File: src/pemux_cfg.svh
// Register offsets, field positions and reset values for the port E pin control block.
// Assumes a byte-wide register port with offsets chosen by this block.
`ifndef PEMUX_CFG_SVH
`define PEMUX_CFG_SVH

`define PEMUX_ADDR_W        4
`define PEMUX_OFF_DATA      4'h0
`define PEMUX_OFF_LATCH     4'h1
`define PEMUX_OFF_DIR       4'h2
`define PEMUX_OFF_ANSEL     4'h3
`define PEMUX_OFF_INTERRUPT_CONTROL_TWO   4'h4
`define PEMUX_OFF_SLEW      4'h5
`define PEMUX_OFF_CFG3H     4'h6
`define PEMUX_OFF_CFG4L     4'h7

`define PEMUX_DIR_MASK      8'h87
`define PEMUX_LAT_MASK      8'h07
`define PEMUX_ANS_MASK      8'h07
`define PEMUX_INTERRUPT_CONTROL_TWO_MASK  8'hf5
`define PEMUX_SLEW_MASK     8'h1f
`define PEMUX_CFG3H_MASK    8'hbf
`define PEMUX_CFG4L_MASK    8'hc5

`define PEMUX_DIR_RST       8'h87
`define PEMUX_ANS_RST       8'h07
`define PEMUX_LAT_RST       8'h00
`define PEMUX_INTERRUPT_CONTROL_TWO_RST   8'hf5
`define PEMUX_SLEW_RST      8'h1f
`define PEMUX_CFG3H_RST     8'hbf
`define PEMUX_CFG4L_RST     8'h85

`define PEMUX_WPU_BIT       7
`define PEMUX_GPU_BIT       7
`define PEMUX_PE_SLEW_SELECT_BIT      4
`define PEMUX_MASTER_CLEAR_ENABLE_CFG_BIT     7
`define PEMUX_ROUTE_BIT     2
`define PEMUX_LVP_BIT       2

`endif

File: src/pemux_pkg.sv
// Types shared by the port E pin control block.
// Assumes the constants header is included by the design file.
package pemux_pkg;
	typedef struct packed {
		logic       epwm3_out_a;
		logic       epwm3_out_a_en;
		logic       epwm3_out_b;
		logic       epwm3_out_b_en;
		logic       capcmp3_out;
		logic       capcmp3_out_en;
		logic       capcmp5_out;
		logic       capcmp5_out_en;
	} pemux_periph_s;

	typedef struct packed {
		logic [2:0] out;
		logic [2:0] oe;
	} pemux_pins_s;
endpackage

File: src/pemux_port_e.sv
// Port E pin control: latch, direction, analog select, peripheral output priority,
// input-only pin / master clear, pull-up and slew control, config bits.
// Assumes pins come from outside the clock domain; peripherals share ref_clk.
//
// Behaviour
// - Several enabled outputs on a pin: the highest-priority source drives it.
// - Digital outputs still drive the pin while it is in analog mode.
// - Direction 0, analog 0: pin driven from its output latch bit.
// - Direction 1: digital input through buffer, cut off by analog select.
// - Master clear enable 0: fourth pin is a digital input-only bit.
// - Master clear enable 1: fourth pin is an active-low reset input.
// - Bit 0: unit 3 compare drives with direction 0, captures with 1.
// - Bit 2: unit 5 compare drives with direction 0, captures with 1.
// - Bit 1 carries PWM channel 3 output B when direction 0.
// - PWM 3 A and unit 3 reach bit 0 only with route bit clear.
// - Analog select 1 disables input buffer, digital reads return 0.
// - Analog select never changes output drive.
// - Reset sets every analog select bit to 1.
// - Reset sets every direction bit to 1.
// - Per-port slew select, reduced rate after reset.
// - Low-voltage-programming bit writable only in high-voltage programming mode.
// - Unimplemented bits ignore writes and read 0.
// - Data register write updates latch, read returns pin levels.
// - Global pull-up disable 0 lets the input pin pull-up enable act.
// - Pull-up forced on under master clear or low-voltage programming.
//
// Added by the designer: the register offsets and the strobed register port.
`timescale 1ns/1ns
`include "pemux_cfg.svh"

module pemux_port_e (
	input  wire logic                       ref_clk,
	input  wire logic                       rst,
	input  wire logic [`PEMUX_ADDR_W-1:0]   reg_addr,
	input  wire logic [7:0]                 reg_wdata,
	input  wire logic                       reg_wr,
	input  wire logic                       reg_rd,
	output logic      [7:0]                 reg_rdata,
	input  wire pemux_pkg::pemux_periph_s   periph,
	input  wire logic                       hv_prog_mode,
	input  wire logic [3:0]                 pin_in,
	output pemux_pkg::pemux_pins_s          pins,
	output logic      [4:0]                 slew_reduced,
	output logic                            input_pin_pullup_on,
	output logic                            master_clear_n,
	output logic                            capcmp3_capture_in,
	output logic                            capcmp5_capture_in,
	output logic                            unit3_pin_route_cfg,
	output logic                            global_pullup_disable_n
);
	logic [7:0] dir_q;
	logic [7:0] lat_q;
	logic [7:0] ans_q;
	logic [7:0] interrupt_control_two_q;
	logic [7:0] slew_q;
	logic [7:0] cfg3h_q;
	logic [7:0] cfg4l_q;
	logic [3:0] sync1_q;
	logic [3:0] sync2_q;
	logic [3:0] din;
	logic [2:0] out_d;
	logic [7:0] rdata_d;
	logic       master_clear_enable_cfg;
	logic       low_volt_prog_cfg;
	logic       route_here;

	function automatic logic [7:0] wr_mask(input logic [7:0] old, input logic [7:0] nw,
		input logic [7:0] m);
		wr_mask = (old & ~m) | (nw & m);
	endfunction

	assign master_clear_enable_cfg      = cfg3h_q[`PEMUX_MASTER_CLEAR_ENABLE_CFG_BIT];
	assign low_volt_prog_cfg        = cfg4l_q[`PEMUX_LVP_BIT];
	assign route_here = ~cfg3h_q[`PEMUX_ROUTE_BIT];

	// Registers
	always_ff @(posedge ref_clk) begin
		if (rst) begin
			dir_q <= `PEMUX_DIR_RST;
		end else if (reg_wr && reg_addr == `PEMUX_OFF_DIR) begin
			dir_q <= wr_mask(dir_q, reg_wdata, `PEMUX_DIR_MASK);
		end
	end

	always_ff @(posedge ref_clk) begin
		if (rst) begin
			lat_q <= `PEMUX_LAT_RST;
		end else if (reg_wr && (reg_addr == `PEMUX_OFF_LATCH || reg_addr == `PEMUX_OFF_DATA)) begin
			lat_q <= wr_mask(lat_q, reg_wdata, `PEMUX_LAT_MASK);
		end
	end

	always_ff @(posedge ref_clk) begin
		if (rst) begin
			ans_q <= `PEMUX_ANS_RST;
		end else if (reg_wr && reg_addr == `PEMUX_OFF_ANSEL) begin
			ans_q <= wr_mask(ans_q, reg_wdata, `PEMUX_ANS_MASK);
		end
	end

	always_ff @(posedge ref_clk) begin
		if (rst) begin
			interrupt_control_two_q <= `PEMUX_INTERRUPT_CONTROL_TWO_RST;
		end else if (reg_wr && reg_addr == `PEMUX_OFF_INTERRUPT_CONTROL_TWO) begin
			interrupt_control_two_q <= wr_mask(interrupt_control_two_q, reg_wdata, `PEMUX_INTERRUPT_CONTROL_TWO_MASK);
		end
	end

	always_ff @(posedge ref_clk) begin
		if (rst) begin
			slew_q <= `PEMUX_SLEW_RST;
		end else if (reg_wr && reg_addr == `PEMUX_OFF_SLEW) begin
			slew_q <= wr_mask(slew_q, reg_wdata, `PEMUX_SLEW_MASK);
		end
	end

	always_ff @(posedge ref_clk) begin
		if (rst) begin
			cfg3h_q <= `PEMUX_CFG3H_RST;
		end else if (reg_wr && reg_addr == `PEMUX_OFF_CFG3H) begin
			cfg3h_q <= wr_mask(cfg3h_q, reg_wdata, `PEMUX_CFG3H_MASK);
		end
	end

	// Low-voltage-programming bit held unless in high-voltage programming
	always_ff @(posedge ref_clk) begin
		if (rst) begin
			cfg4l_q <= `PEMUX_CFG4L_RST;
		end else if (reg_wr && reg_addr == `PEMUX_OFF_CFG4L) begin
			cfg4l_q <= wr_mask(cfg4l_q, reg_wdata,
				hv_prog_mode ? `PEMUX_CFG4L_MASK : (`PEMUX_CFG4L_MASK & 8'hfb));
		end
	end

	// Pin input synchroniser
	always_ff @(posedge ref_clk) begin
		if (rst) begin
			sync1_q <= 4'h0;
			sync2_q <= 4'h0;
		end else begin
			sync1_q <= pin_in;
			sync2_q <= sync1_q;
		end
	end

	// Digital input buffers, bits 0-2 gated by analog select, bit 3 by master clear enable
	genvar gi;
	generate
		for (gi = 0; gi < 3; gi++) begin : g_in
			assign din[gi] = sync2_q[gi] & ~ans_q[gi];
		end
	endgenerate
	assign din[3] = sync2_q[3] & ~master_clear_enable_cfg;

	assign master_clear_n     = master_clear_enable_cfg ? sync2_q[3] : 1'b1;
	assign capcmp3_capture_in = (route_here && dir_q[0]) ? din[0] : 1'b0;
	assign capcmp5_capture_in = dir_q[2] ? din[2] : 1'b0;

	// Output priority per pin; analog select plays no part
	always_comb begin
		out_d[0] = lat_q[0];
		if (route_here && periph.epwm3_out_a_en) begin
			out_d[0] = periph.epwm3_out_a;
		end else if (route_here && periph.capcmp3_out_en) begin
			out_d[0] = periph.capcmp3_out;
		end
		out_d[1] = periph.epwm3_out_b_en ? periph.epwm3_out_b : lat_q[1];
		out_d[2] = periph.capcmp5_out_en ? periph.capcmp5_out : lat_q[2];
	end

	always_ff @(posedge ref_clk) begin
		if (rst) begin
			pins <= '0;
		end else begin
			pins.out <= out_d;
			pins.oe  <= ~dir_q[2:0];
		end
	end

	always_ff @(posedge ref_clk) begin
		if (rst) begin
			input_pin_pullup_on <= 1'b0;
		end else begin
			input_pin_pullup_on <= (master_clear_enable_cfg & ~low_volt_prog_cfg) | low_volt_prog_cfg |
				(~interrupt_control_two_q[`PEMUX_GPU_BIT] & dir_q[`PEMUX_WPU_BIT]);
		end
	end

	assign slew_reduced            = slew_q[4:0];
	assign unit3_pin_route_cfg     = cfg3h_q[`PEMUX_ROUTE_BIT];
	assign global_pullup_disable_n = interrupt_control_two_q[`PEMUX_GPU_BIT];

	// Read mux
	always_comb begin
		unique case (reg_addr)
			`PEMUX_OFF_DATA:    rdata_d = {4'h0, din};
			`PEMUX_OFF_LATCH:   rdata_d = lat_q;
			`PEMUX_OFF_DIR:     rdata_d = dir_q;
			`PEMUX_OFF_ANSEL:   rdata_d = ans_q;
			`PEMUX_OFF_INTERRUPT_CONTROL_TWO: rdata_d = interrupt_control_two_q;
			`PEMUX_OFF_SLEW:    rdata_d = slew_q;
			`PEMUX_OFF_CFG3H:   rdata_d = cfg3h_q;
			`PEMUX_OFF_CFG4L:   rdata_d = cfg4l_q;
			default:            rdata_d = 8'h00;
		endcase
	end

	always_ff @(posedge ref_clk) begin
		if (rst) begin
			reg_rdata <= 8'h00;
		end else begin
			reg_rdata <= reg_rd ? rdata_d : 8'h00;
		end
	end

	// Reset defaults
	a_reset_analog: assert property (
		@(posedge ref_clk)
		rst |=> ans_q[2:0] == 3'h7)
		else $error("analog select not set by reset");

	// Direction checked first, the drivers it disables one edge later
	a_reset_dir: assert property (
		@(posedge ref_clk)
		rst |=> dir_q[2:0] == 3'h7 ##1 pins.oe == 3'h0)
		else $error("direction not input after reset");

	a_reset_slew: assert property (
		@(posedge ref_clk)
		rst |=> slew_q == `PEMUX_SLEW_RST)
		else $error("slew not reduced after reset");

	// Input side
	a_analog_read_zero: assert property (
		@(posedge ref_clk) disable iff (rst)
		(din[2:0] & ans_q[2:0]) == 3'h0)
		else $error("analog pin read nonzero");

	a_unimpl_zero: assert property (
		@(posedge ref_clk) disable iff (rst)
		(lat_q & ~`PEMUX_LAT_MASK) == 8'h00 && (ans_q & ~`PEMUX_ANS_MASK) == 8'h00)
		else $error("unimplemented bit set");

	a_read_idle: assert property (
		@(posedge ref_clk) disable iff (rst)
		!reg_rd |=> reg_rdata == 8'h00)
		else $error("read data outside read cycle");

	a_data_read: assert property (
		@(posedge ref_clk) disable iff (rst)
		reg_rd && reg_addr == `PEMUX_OFF_DATA |=> reg_rdata == {4'h0, $past(din)})
		else $error("data read not pin levels");

	a_unit3_capture: assert property (
		@(posedge ref_clk) disable iff (rst)
		!dir_q[0] |-> !capcmp3_capture_in)
		else $error("unit3 capture while driving");

	a_unit5_capture: assert property (
		@(posedge ref_clk) disable iff (rst)
		dir_q[2] |-> capcmp5_capture_in == din[2])
		else $error("unit5 capture lost");

	a_master_clear_n_input: assert property (
		@(posedge ref_clk) disable iff (rst)
		master_clear_enable_cfg |-> din[3] == 1'b0 && master_clear_n == sync2_q[3])
		else $error("master clear pin misrouted");

	a_port_input: assert property (
		@(posedge ref_clk) disable iff (rst)
		!master_clear_enable_cfg |-> din[3] == sync2_q[3] && master_clear_n)
		else $error("input-only bit misrouted");

	// Output side
	a_latch_drive: assert property (
		@(posedge ref_clk) disable iff (rst)
		!periph.epwm3_out_b_en && !dir_q[1] |=> pins.oe[1] && pins.out[1] == $past(lat_q[1]))
		else $error("latch not on pin 1");

	a_analog_drive: assert property (
		@(posedge ref_clk) disable iff (rst)
		ans_q[0] && !dir_q[0] |=> pins.oe[0])
		else $error("analog pin lost its driver");

	a_oe_follows_dir: assert property (
		@(posedge ref_clk) disable iff (rst)
		1'b1 |=> pins.oe == ~$past(dir_q[2:0]))
		else $error("drive enable not from direction");

	a_pwm_priority: assert property (
		@(posedge ref_clk) disable iff (rst)
		route_here && periph.epwm3_out_a_en |=> pins.out[0] == $past(periph.epwm3_out_a))
		else $error("pwm a lost priority");

	a_unit3_second: assert property (
		@(posedge ref_clk) disable iff (rst)
		route_here && !periph.epwm3_out_a_en && periph.capcmp3_out_en
		|=> pins.out[0] == $past(periph.capcmp3_out))
		else $error("unit3 compare lost priority");

	a_route_away: assert property (
		@(posedge ref_clk) disable iff (rst)
		!route_here |=> pins.out[0] == $past(lat_q[0]))
		else $error("routed-away source on pin 0");

	a_pwm_b_drive: assert property (
		@(posedge ref_clk) disable iff (rst)
		periph.epwm3_out_b_en |=> pins.out[1] == $past(periph.epwm3_out_b))
		else $error("pwm b not driving");

	a_unit5_drive: assert property (
		@(posedge ref_clk) disable iff (rst)
		periph.capcmp5_out_en |=> pins.out[2] == $past(periph.capcmp5_out))
		else $error("unit5 not driving");

	// Configuration and pull-up
	a_lvp_locked: assert property (
		@(posedge ref_clk) disable iff (rst)
		!hv_prog_mode |=> low_volt_prog_cfg == $past(low_volt_prog_cfg))
		else $error("lvp changed outside programming");

	a_pullup_forced: assert property (
		@(posedge ref_clk) disable iff (rst)
		low_volt_prog_cfg ##1 low_volt_prog_cfg |-> input_pin_pullup_on)
		else $error("pull-up not forced");

	a_pullup_global: assert property (
		@(posedge ref_clk) disable iff (rst)
		interrupt_control_two_q[`PEMUX_GPU_BIT] && !master_clear_enable_cfg && !low_volt_prog_cfg |=> !input_pin_pullup_on)
		else $error("pull-up on while globally disabled");

	c_pwm_out: cover property (@(posedge ref_clk) route_here && periph.epwm3_out_a_en && !dir_q[0]);
	c_analog_out: cover property (@(posedge ref_clk) ans_q[2] && !dir_q[2]);
	c_master_clear_n: cover property (@(posedge ref_clk) master_clear_enable_cfg && !sync2_q[3]);
	c_route_away: cover property (@(posedge ref_clk) !route_here && periph.capcmp3_out_en);
	c_input_only: cover property (@(posedge ref_clk) !master_clear_enable_cfg && sync2_q[3]);
endmodule
File: config.mk
export PLATFORM = sky130hd
export DESIGN_NAME = pemux_port_e
export DESIGN_NICKNAME = d
export VERILOG_FILES = /design/src/pemux_pkg.sv /design/src/pemux_port_e.sv
export VERILOG_INCLUDE_DIRS = /design/src /design/src/src
export SDC_FILE = /design/constraint.sdc
export NUM_CORES = 1
export LEC_CHECK = 0
export ABC_AREA = 1
export ABC_CLOCK_PERIOD_IN_PS = 1300
export BUFFER_PORTS_ARGS = -buffer_cell sky130_fd_sc_hd__buf_2
export CORE_MARGIN = 8
export CORE_UTILIZATION = 55
export CTS_BUF_LIST = sky130_fd_sc_hd__clkbuf_2 sky130_fd_sc_hd__clkbuf_4 sky130_fd_sc_hd__clkbuf_8
export DETAILED_ROUTE_END_ITERATION = 10
export GPL_ROUTABILITY_DRIVEN = 0
export PLACE_DENSITY = 0.83
export SLEW_MARGIN = 20
export SYNTH_ARGS = -nofsm -noshare
export SYNTH_HDL_FRONTEND = slang
export SYNTH_SLANG_ARGS = --single-unit
export TNS_END_PERCENT = 1
File: constraint.sdc
create_clock -name ref_clk -period 1.3 [get_ports ref_clk]
set_input_delay 0.26 -clock ref_clk [delete_from_list [all_inputs] [get_ports ref_clk]]
set_output_delay 0.26 -clock ref_clk [all_outputs]
set_load 0.01 [all_outputs]
==> key figures, run 1 <==
Run status
  – Status: finished, violations left
  – Failing checks: negative setup slack

Global routing
  – Vias in the first global route: 2093
  – Gr busiest metal: met2
  – Gr ovfl total: 0
  – Met1 usage: 23.71%
  – Initial antenna violation count: 0
  – First-pass GRT wire length: 9.694 mm
  – GR Util All Layers: 19.28%
  – Met2 Usage GRT: 31.38%
  – Largest net degree at the start of global routing: 17
  – Met3 Use GR: 4.955%

Routing
  – Initial DRC count: 169
  – Post-Route WL: 5.812 mm
  – Final ANT Viol Nets: 0
  – DR WL/cell: 13.64 µm
  – Via count: 2171
  – Remaining DRCs: 0
  – Pre-antenna DRT Iters: 4
  – Vias/cell: 5.096

Final layout
  – Fin area: 2750 µm²
  – Final #Nets: 405
  – Synthesis-to-layout area growth: 24.11%
  – Share of layout cells above drive strength 1: 26.06%
  – Ant diodes: 0
  – # fillers: 329

Flow run
  – Max-cap violations: 0

Synthesis
  – Post-synth EDFFs: 0
  – Post-Syn Area: 2216 µm²
  – Top post-synthesis cells by count: 90 x nand2_1, 55 x dfxtp_1, 50 x nand3_1
  – Synth top area cells: dfxtp_1 50%, nand2_1 15%, nand3_1 11%
  – #FFs+latches synth: 55
  – Avg Inst Size Synth: 7.148 µm²
  – Register area share after synthesis: 49.69%
  – Ys Warns: 0
  – Count leader, synth: nand2_1
  – Synth Net Count: 339
  – Area leader, netlist: dfxtp_1
  – Cells after synthesis: 310
  – Main synth FF type: dfxtp_1
  – Yosys top cell area share: 49.69%
  – Post-synth cell types: 20
  – Asr flop ratio synth: 0%

Clock tree
  – Clk buf depth: 2
  – CTS tree: built
  – Clock-pin slew on the worst setup and hold paths: 0.09 ns
  – Post-CTS setup buffer count: 0
  – Clock buffer count from CTS: 5
  – # hold bufs at CTS: 0
  – Clock Latency Late Sink: 0.31 ns
  – Root Driver: clkbuf_8
  – Clk sinks: 55
  – CTS H-tree lvls: 2

Floorplan
  – Die X: 79.48 µm
  – Core ar.: 3943 µm²
  – Site Rows: 23
  – Die height: 79.48 µm
  – Initial Util: 56.20%
  – Ports: 54
  – Die ar.: 6316 µm²

Timing
  – Clock skew: 0.009120 ns
  – Slew at the pin closest to its max-slew limit: 0.4194 ns
  – Hold WS: 0.1250 ns
  – Final setup margin: -0.05268 ns
  – RSZ-0062 raised after global routing: true
  – Final worst path period share: 104.1%
  – Max_slew headroom: 71.94%
  – Fin crit period: 1.353 ns
  – Final hold violations: 0
  – Max-slew violations: 0
  – Fmax achieved: 0.7393 GHz
  – Final setup TNS: -0.05475 ns
  – Setup violations, final: 2

Pwr
  – Pleak: 1.431 nW
  – Power Density: 1158 nW/µm²
  – Power Total: 3.186 mW
  – VDD IR max: 925.0 µV

Worst hold path
  – Hold crit path type: input pin to flip-flop

Critical path
  – Crit path arrival time: 1.09 ns
  – Worst setup SP type: flip-flop
  – CP max FO: 3
  – Critical Path End Type: output port
  – CP Class: flip-flop to output port
  – WP data required: 1.04 ns

Place
  – Post-detail-place hpwl: 4.346 mm
  – Input/output buffers: 53
  – Dpl cell area: 2609 µm²
[through the flow]
stage	std cells	utilization, %	setup WS (ns)
floorplan	310	-	0.1535
global placement	419	66.17	-0.01106
detailed placement	419	66.17	-0.1041
CTS	426	69.50	-0.04682
global route	426	69.76	-0.08606
finish	426	69.76	-0.05268
[placed cells by master (no fill, tap or decap)]
cell type and n:
buf_4 13, nand3_1 50, dfxtp_2 4, nor3b_2 1
dfxtp_4 1, clkbuf_8 5, nor2_2 5, dfxtp_1 50
nor3_2 1, inv_1 33, nand2_1 89, or2_4 1
buf_6 1, o211ai_1 2, nand4_1 1, buf_2 52
a21oi_1 12, bufinv_16 1, nand2_2 4, nor2_1 31
clkinv_1 1, clkbuf_4 1, o21ai_0 9, nor2_4 4
inv_2 4
[worst max-delay path: stages (launching register included)]
cell	delay, ns
dfxtp_2	0.35
nor2_4	0.12
nand2_2	0.06
nor2_2	0.11
buf_2	0.14
[registers in the layout, indices dropped and copies added, names as in the netlist]
| signal | cells |
|---|---|
| cfg3h_q | 7 |
| pins | 6 |
| dir_q | 4 |
| cfg4l_q | 4 |
| ans_q | 3 |
| sync1_q | 4 |
| slew_q | 5 |
| interrupt_control_two_q | 6 |
| reg_rdata | 8 |
| lat_q | 3 |
| sync2_q | 4 |
| input_pin_pullup_on | 1 |
[cell families after synthesis]
| group | share of synthesized area (%) |
|---|---|
| simple gates | 36.98 |
| buf+inv | 7.905 |
| flops | 49.69 |
| compound gates | 5.420 |
[path summary, 6_finish.rpt]
kind	startpoint	depth (start not counted)	slack, ns	to
max	ans_q[0]	4	-0.05	capcmp3_capture_in
min	periph[4]	2	0.12	pins[4]
max reg2reg	ans_q[0]	5	0.36	reg_rdata[0]
min reg2reg	sync1_q[3]	2	0.41	sync2_q[3]
[layout make-up]
type,instances,area (µm²),share of cell area (%)
flip-flops and latches,55,1110,40.35
multi-input cells,210,959.7,34.90
inverters,38,142.6,5.187
repair buffers,66,369.1,13.42
clock inverters,1,30.03,1.092
well taps,50,62.56,2.275
clock buffers,6,76.32,2.775
[per-layer routing]
layer,vias to the layer above,share of wire [%]
met2,84,48
met1,976,43
met3,11,7.3
li1,1100,-
met5,-,0
met4,0,2.0
[where the power goes]
part	internal [mW]	total (mW)	switching [mW]
Clock	0.586	1.12	0.533
Sequential	1.73	1.76	0.0238
Combinational	0.120	0.312	0.192
Total	2.44	3.19	0.748
[what timing repair did]
item,CTS,global route
cloned,0,0
setup endpoints to repair,3,3
resized for setup,11,4
Power figures use the tool's default switching activity.
==> inputs of run 2 (changes only) <==
Settings changed: ABC_CLOCK_PERIOD_IN_PS 1300 to 1440.
Clock period 1.3 ns to 1.44 ns, I/O delays scaled along.
==> run 2 against run 1 <==
Against the previous run: utilization fell by 0.79 points; highest routed layer unchanged; the flow now finishes without violations; register-to-register slack improved by 0.13 ns; clock power grew 7%; largest power group unchanged; design area is 1.1% lower.
==> key figures, run 2 (same netlist as run 1, synthesis figures left out) <==
Run status
  – Status: completed (was finished, violations left)

Pwr
  – Power Density: 1123 nW/µm² (was 1158 nW/µm²)
  – VDD IR max: 656.7 µV (was 925.0 µV)
  – Seq pwr share: 51.9% (was 55.1%)
  – Logic pwr share: 9.0% (was 9.8%)
  – Clock Power Share: 39.2% (was 35.1%)
  – Internal: 2.381 mW (was 2.438 mW)
  – Sw power: 673.1 µW (was 748.0 µW)
  – Pleak: 1.417 nW (was 1.431 nW)
  – Net Sw Frac: 22.04% (was 23.48%)

Floorplan
  – Die height: 79.48 µm (unchanged)
  – Ports: 54 (unchanged)
  – Core ar.: 3943 µm² (unchanged)
  – Die X: 79.48 µm (unchanged)
  – Site Rows: 23 (unchanged)
  – Die ar.: 6316 µm² (unchanged)
  – Initial Util: 56.20% (unchanged)

Clock tree
  – CTS H-tree lvls: 2 (unchanged)
  – Clk sinks: 55 (unchanged)
  – Clock buffer count from CTS: 5 (unchanged)
  – Clock-pin slew on the worst setup and hold paths: 0.09 ns (about the same)
  – Clock Latency Late Sink: 0.30 ns (was 0.31 ns)
  – CTS tree: built (unchanged)
  – Post-CTS setup buffer count: 0 (unchanged)
  – Clk buf depth: 2 (unchanged)
  – # hold bufs at CTS: 0 (unchanged)
  – Root Driver: clkbuf_8 (unchanged)

Final layout
  – Register area: 1104 µm² (was 1110 µm²)
  – Final non-filler cell total: 422 (was 426)
  – Largest Register: reg_rdata (unchanged)
  – Synthesis-to-layout area growth: 22.70% (was 24.11%)
  – Most common cell after layout, fill and taps aside: nand2_1 (unchanged)
  – Most frequent cells in the layout: 90 x nand2_1, 53 x dfxtp_1, 52 x buf_2 (was 89 x nand2_1, 52 x buf_2, 50 x nand3_1, 50 x dfxtp_1, 33 x inv_1)
  – Final #Nets: 400 (was 405)
  – Area of the multi-input gates: 942.2 µm² (was 959.7 µm²)
  – Biggest regs: reg_rdata x8, cfg3h_q x7 (unchanged)
  – # fillers: 330 (was 329)
  – Share of layout cells above drive strength 1: 23.39% (was 26.06%)
  – Max reg flops: 8 (unchanged)
  – Ant diodes: 0 (unchanged)

Routing
  – Pre-antenna DRT Iters: 4 (unchanged)
  – Initial DRC count: 195 (was 169)
  – Via count: 2095 (was 2171)
  – Vias/cell: 4.964 (was 5.096)
  – DR WL/cell: 13.06 µm (was 13.64 µm)
  – Final ANT Viol Nets: 0 (unchanged)
  – Remaining DRCs: 0 (unchanged)
  – Post-Route WL: 5.511 mm (was 5.812 mm)

Global routing
  – Vias in the first global route: 1960 (was 2093)
  – First-pass GRT wire length: 9.218 mm (was 9.694 mm)
  – Gr ovfl total: 0 (unchanged)
  – Initial antenna violation count: 0 (unchanged)
  – GR Util All Layers: 18.15% (was 19.28%)
  – Largest net degree at the start of global routing: 23 (was 17)

Critical path
  – Reg2reg path depth: 5 (unchanged)
  – Crit path largest cell delay: 0.35 ns (about the same)
  – Slowest-stage cell, CP: dfxtp_2 (unchanged)
  – Critical Path End Type: output port (unchanged)
  – Crit path arrival time: 1.11 ns (was 1.09 ns)
  – Worst setup SP type: flip-flop (unchanged)
  – CP cell instances: inv_2 -> or2_2 -> buf_6 (was nor2_4 -> nand2_2 -> nor2_2 -> buf_2)
  – Crit Reg-Reg Endpoint: pins[3] (was reg_rdata[0])
  – Startpoint of the worst-slack reg-to-reg timing path: cfg3h_q[2] (was ans_q[0])
  – WP data required: 1.15 ns (was 1.04 ns)
  – CP Class: flip-flop to output port (unchanged)
  – CP max FO: 4 (was 3)
  – R2R Setup Slk: 0.49 ns (was 0.36 ns)

Timing
  – Final worst path period share: 96.98%
  – Hold WS: 0.1588 ns (was 0.1250 ns)
  – Slew at the pin closest to its max-slew limit: 0.4086 ns (was 0.4194 ns)
  – Fin crit period: 1.397 ns
  – Clock skew: 0.006643 ns (was 0.009120 ns)
  – Final setup margin: 0.04350 ns (was -0.05268 ns)
  – Max_slew headroom: 72.66% (was 71.94%)
  – Max-slew violations: 0 (unchanged)
  – Final hold violations: 0 (unchanged)
  – Setup violations, final: 0 (was 2)
  – Final setup TNS: 0 ns (was -0.05475 ns)
  – Fmax achieved: 0.7161 GHz

Worst hold path
  – Hold Path Sink: pins[5] (was pins[4])
  – Hold Path Depth: 2 (unchanged)
  – Hold Path Origin: periph[0] (was periph[4])
  – Hold crit path type: input pin to flip-flop (unchanged)

Place
  – Placed cells: 414 (was 419)
  – Input/output buffers: 53 (unchanged)
  – DP Worst Slack: -0.03951 ns (was -0.1041 ns)
  – Post-detail-place hpwl: 4.185 mm (was 4.346 mm)

Flow run
  – Max-cap violations: 0 (unchanged)
run 2: through the flow:
stage | power [mW] | cell area, µm² | util (%)
3_3_place_gp | 1.881 | 2571 | 65.22
6_report | 3.054 | 2719 | 68.96
3_5_place_dp | 1.887 | 2571 | 65.22
4_1_cts | 3.071 | 2709 | 68.71
2_1_floorplan | 1.762 | 2216 | -
5_1_grt | 3.181 | 2719 | 68.96
run 2: how the worst max path moves through the flow:
stage                start                          to  slack (ns)  depth (start not counted)
2_1_floorplan  reg_addr[1]  interrupt_control_two_q[0]        0.27                          6
3_3_place_gp   reg_addr[2]                  cfg3h_q[4]        0.05                          8
3_5_place_dp   reg_addr[2]                  cfg3h_q[0]       -0.04                          8
4_1_cts         cfg3h_q[7]              master_clear_n        0.01                          3
5_1_grt           ans_q[0]          capcmp3_capture_in      -0.007                          4
6_report        cfg3h_q[7]              master_clear_n        0.04                          3
run 2: per-layer routing:
layer	share of wire [%]	vias to the layer above	wire [µm]	GRT usage [%]
li1	-	1089	-	-
met1	43	927	2396	22.39
met2	47	74	2617	30.15
met3	8.3	5	459	5.293
met4	0.69	0	38	4.259
met5	0	-	0	0
run 2: power by group through the flow:
stage               Combinational, mW  Clock, mW  Sequential, mW
finish                          0.274       1.20            1.58
global route                    0.303       1.29            1.59
CTS                             0.270       1.22            1.58
detailed placement              0.268          0            1.62
global placement                0.263          0            1.62
floorplan                       0.137          0            1.62
run 2: critical path: cells and delay by family, from the launching register on:
| kind | cells | cell delay [ns] |
|---|---|---|
| DFF | 1 | 0.35 |
| buffers and inverters | 2 | 0.18 |
| and+or+nand+nor | 1 | 0.28 |
run 2: what timing repair did:
| action | CTS | global route |
|---|---|---|
| setup endpoints to repair | 1 | 3 |
| cloned | 0 | 0 |
| resized for setup | 1 | 4 |
run 2: layout make-up:
class	instances	area share (%)
multi-input combinational	210	34.65
timing repair buffer	61	12.20
inverter	38	5.246
clock buffer	6	2.807
clock inverter	2	2.209
tap	50	2.301
sequential	55	40.59
==> inputs of run 3 (changes only) <==
Settings changed: CORE_ASPECT_RATIO set to 2, GPL_TIMING_DRIVEN set to 0.
==> run 3 against run 2 <==
Against the previous run: clock skew down 0.0029 ns; critical path type unchanged; via count up 1.9%; wire length up 1.9%; combinational power down 4%; worst hold slack better by 0.0082 ns; global-route usage up 0.45 points; largest cell class unchanged; sequential power about the same; highest routed layer unchanged; clock-buffer cell count unchanged; largest power group unchanged.
==> key figures, run 3 (same netlist as run 1, synthesis figures left out) <==
Run status
  – Status: completed (unchanged)

Global routing
  – GR Util All Layers: 18.59% (was 18.15%)
  – Gr ovfl total: 0 (unchanged)
  – Initial antenna violation count: 0 (unchanged)
  – First-pass GRT wire length: 9.225 mm (was 9.218 mm)
  – Largest net degree at the start of global routing: 17 (was 23)
  – Vias in the first global route: 2071 (was 1960)

Worst hold path
  – Hold crit path type: input pin to flip-flop (unchanged)
  – Hold Path Depth: 2 (unchanged)

Clock tree
  – Root Driver: clkbuf_8 (unchanged)
  – CTS tree: built (unchanged)
  – Clk sinks: 55 (unchanged)
  – Clk buf depth: 2 (unchanged)
  – Clock buffer count from CTS: 5 (unchanged)
  – Post-CTS setup buffer count: 0 (unchanged)
  – Clock Latency Late Sink: 0.30 ns (about the same)
  – CTS H-tree lvls: 2 (unchanged)
  – Clock-pin slew on the worst setup and hold paths: 0.09 ns (about the same)

Critical path
  – WP data required: 1.15 ns (about the same)
  – CP Class: flip-flop to output port (unchanged)
  – Worst setup SP type: flip-flop (unchanged)
  – Crit path arrival time: 1.07 ns (was 1.11 ns)
  – Reg2reg path depth: 5 (unchanged)
  – Critical Path End Type: output port (unchanged)
  – CP max FO: 3 (was 4)

Floorplan
  – Ports: 54 (unchanged)
  – Die height: 105.8 µm (was 79.48 µm)
  – Core ar.: 3844 µm² (was 3943 µm²)
  – Die X: 60.88 µm (was 79.48 µm)
  – Initial Util: 57.65% (was 56.20%)
  – Die ar.: 6439 µm² (was 6316 µm²)
  – Site Rows: 32 (was 23)

Routing
  – Remaining DRCs: 0 (unchanged)
  – Vias/cell: 5.069 (was 4.964)
  – Via count: 2134 (was 2095)
  – DR WL/cell: 13.33 µm (was 13.06 µm)
  – Initial DRC count: 90 (was 195)
  – Post-Route WL: 5.613 mm (was 5.511 mm)
  – Pre-antenna DRT Iters: 4 (unchanged)
  – Final ANT Viol Nets: 0 (unchanged)

Final layout
  – Ant diodes: 0 (unchanged)
  – Max reg flops: 8 (unchanged)
  – Largest Register: reg_rdata (unchanged)
  – Fin area: 2640 µm² (was 2719 µm²)
  – Most common cell after layout, fill and taps aside: nand2_1 (unchanged)
  – Share of layout cells above drive strength 1: 21.62% (was 23.39%)
  – Biggest regs: reg_rdata x8, cfg3h_q x7 (unchanged)
  – Synthesis-to-layout area growth: 19.14% (was 22.70%)
  – Final #Nets: 398 (was 400)
  – Final non-filler cell total: 421 (was 422)
  – Most frequent cells in the layout: 90 x nand2_1, 53 x buf_2, 53 x dfxtp_1 (was 90 x nand2_1, 53 x dfxtp_1, 52 x buf_2)

Timing
  – Slew at the pin closest to its max-slew limit: 0.5499 ns (was 0.4086 ns)
  – Final worst path period share: 94.62% (was 96.98%)
  – RSZ-0062 raised after global routing: false
  – Final hold violations: 0 (unchanged)
  – Max-slew violations: 0 (unchanged)
  – Fmax achieved: 0.7339 GHz (was 0.7161 GHz)
  – Fin crit period: 1.363 ns (was 1.397 ns)
  – Setup violations, final: 0 (unchanged)
  – Max_slew headroom: 63.21% (was 72.66%)
  – Clock skew: 0.003785 ns (was 0.006643 ns)

Pwr
  – Pleak: 1.367 nW (was 1.417 nW)
  – VDD IR max: 755.8 µV (was 656.7 µV)
  – Power Density: 1015 nW/µm² (was 1123 nW/µm²)

Place
  – Input/output buffers: 52 (was 53)
  – Dpl cell area: 2540 µm² (was 2571 µm²)
  – Post-detail-place hpwl: 4.422 mm (was 4.185 mm)
  – Placed cells: 413 (was 414)

Flow run
  – Max-cap violations: 0 (unchanged)
-- run 3: cell count changes in the layout (fill, tap and decap cells not counted), sizes merged --
cell      previous run  this run
buf                 61        55
bufinv               2         0
clkbuf               6        10
clkinv               1         2
clkinvlp             0         1
-- run 3: worst max-delay path, cell delays in order, from the launching register on --
cell and delay, ns:
dfxtp_1 0.34, nor2_1 0.15, nand2_1 0.08, nor2_1 0.08, buf_2 0.13
-- run 3: stage by stage --
step | worst slack, ns | hold WS (ns) | total power, mW | TNS, ns | util [%]
after global routing | 0.0006790 | 0.1621 | 2.796 | 0 | 68.68
after floorplan | 0.2655 | 0.3816 | 1.762 | 0 | -
after global placement | -0.1239 | 0.3896 | 1.871 | -0.7915 | 66.08
after detailed placement | -0.1687 | 0.3968 | 1.878 | -1.259 | 66.08
final | 0.07748 | 0.1670 | 2.678 | 0 | 68.68
after CTS | 0.01150 | 0.1651 | 2.685 | 0 | 68.42
-- run 3: timing repair --
item / CTS / global route
gates resized for setup: 1 / 4
endpoints found under the setup margin: 1 / 2
hold buffers: 0 / 0
endpoints found under the hold margin: 0 / 0
-- run 3: path summary, 6_finish.rpt --
check,slack (ns),to,startpoint
setup / recovery,0.08,capcmp3_capture_in,ans_q[0]
hold reg to reg,0.41,sync2_q[0],sync1_q[0]
hold / removal,0.17,pins[5],periph[0]
setup reg to reg,0.44,reg_rdata[0],ans_q[0]
-- run 3: per-layer routing --
metal | wire, µm | GRT usage (%)
met5 | 0 | 0
met1 | 2083 | 19.13
met2 | 3024 | 32.95
met3 | 374 | 4.263
met4 | 130 | 8.908
-- run 3: final cells by class --
cell class              count  area (µm²)
multi-input cells         210       942.2
repair buffers             52       266.5
clock inverters             2       12.51
inverters                  38       142.6
flip-flops and latches     55        1104
fillers                   354        1204
plain buffers               7       32.53
well taps                  51       63.81
clock buffers               6       76.32
-- run 3: report_power, final --
group	switching [mW]	internal, mW	total [mW]
Combinational	0.168	0.0945	0.262
Clock	0.472	0.360	0.831
Sequential	0.0205	1.56	1.58
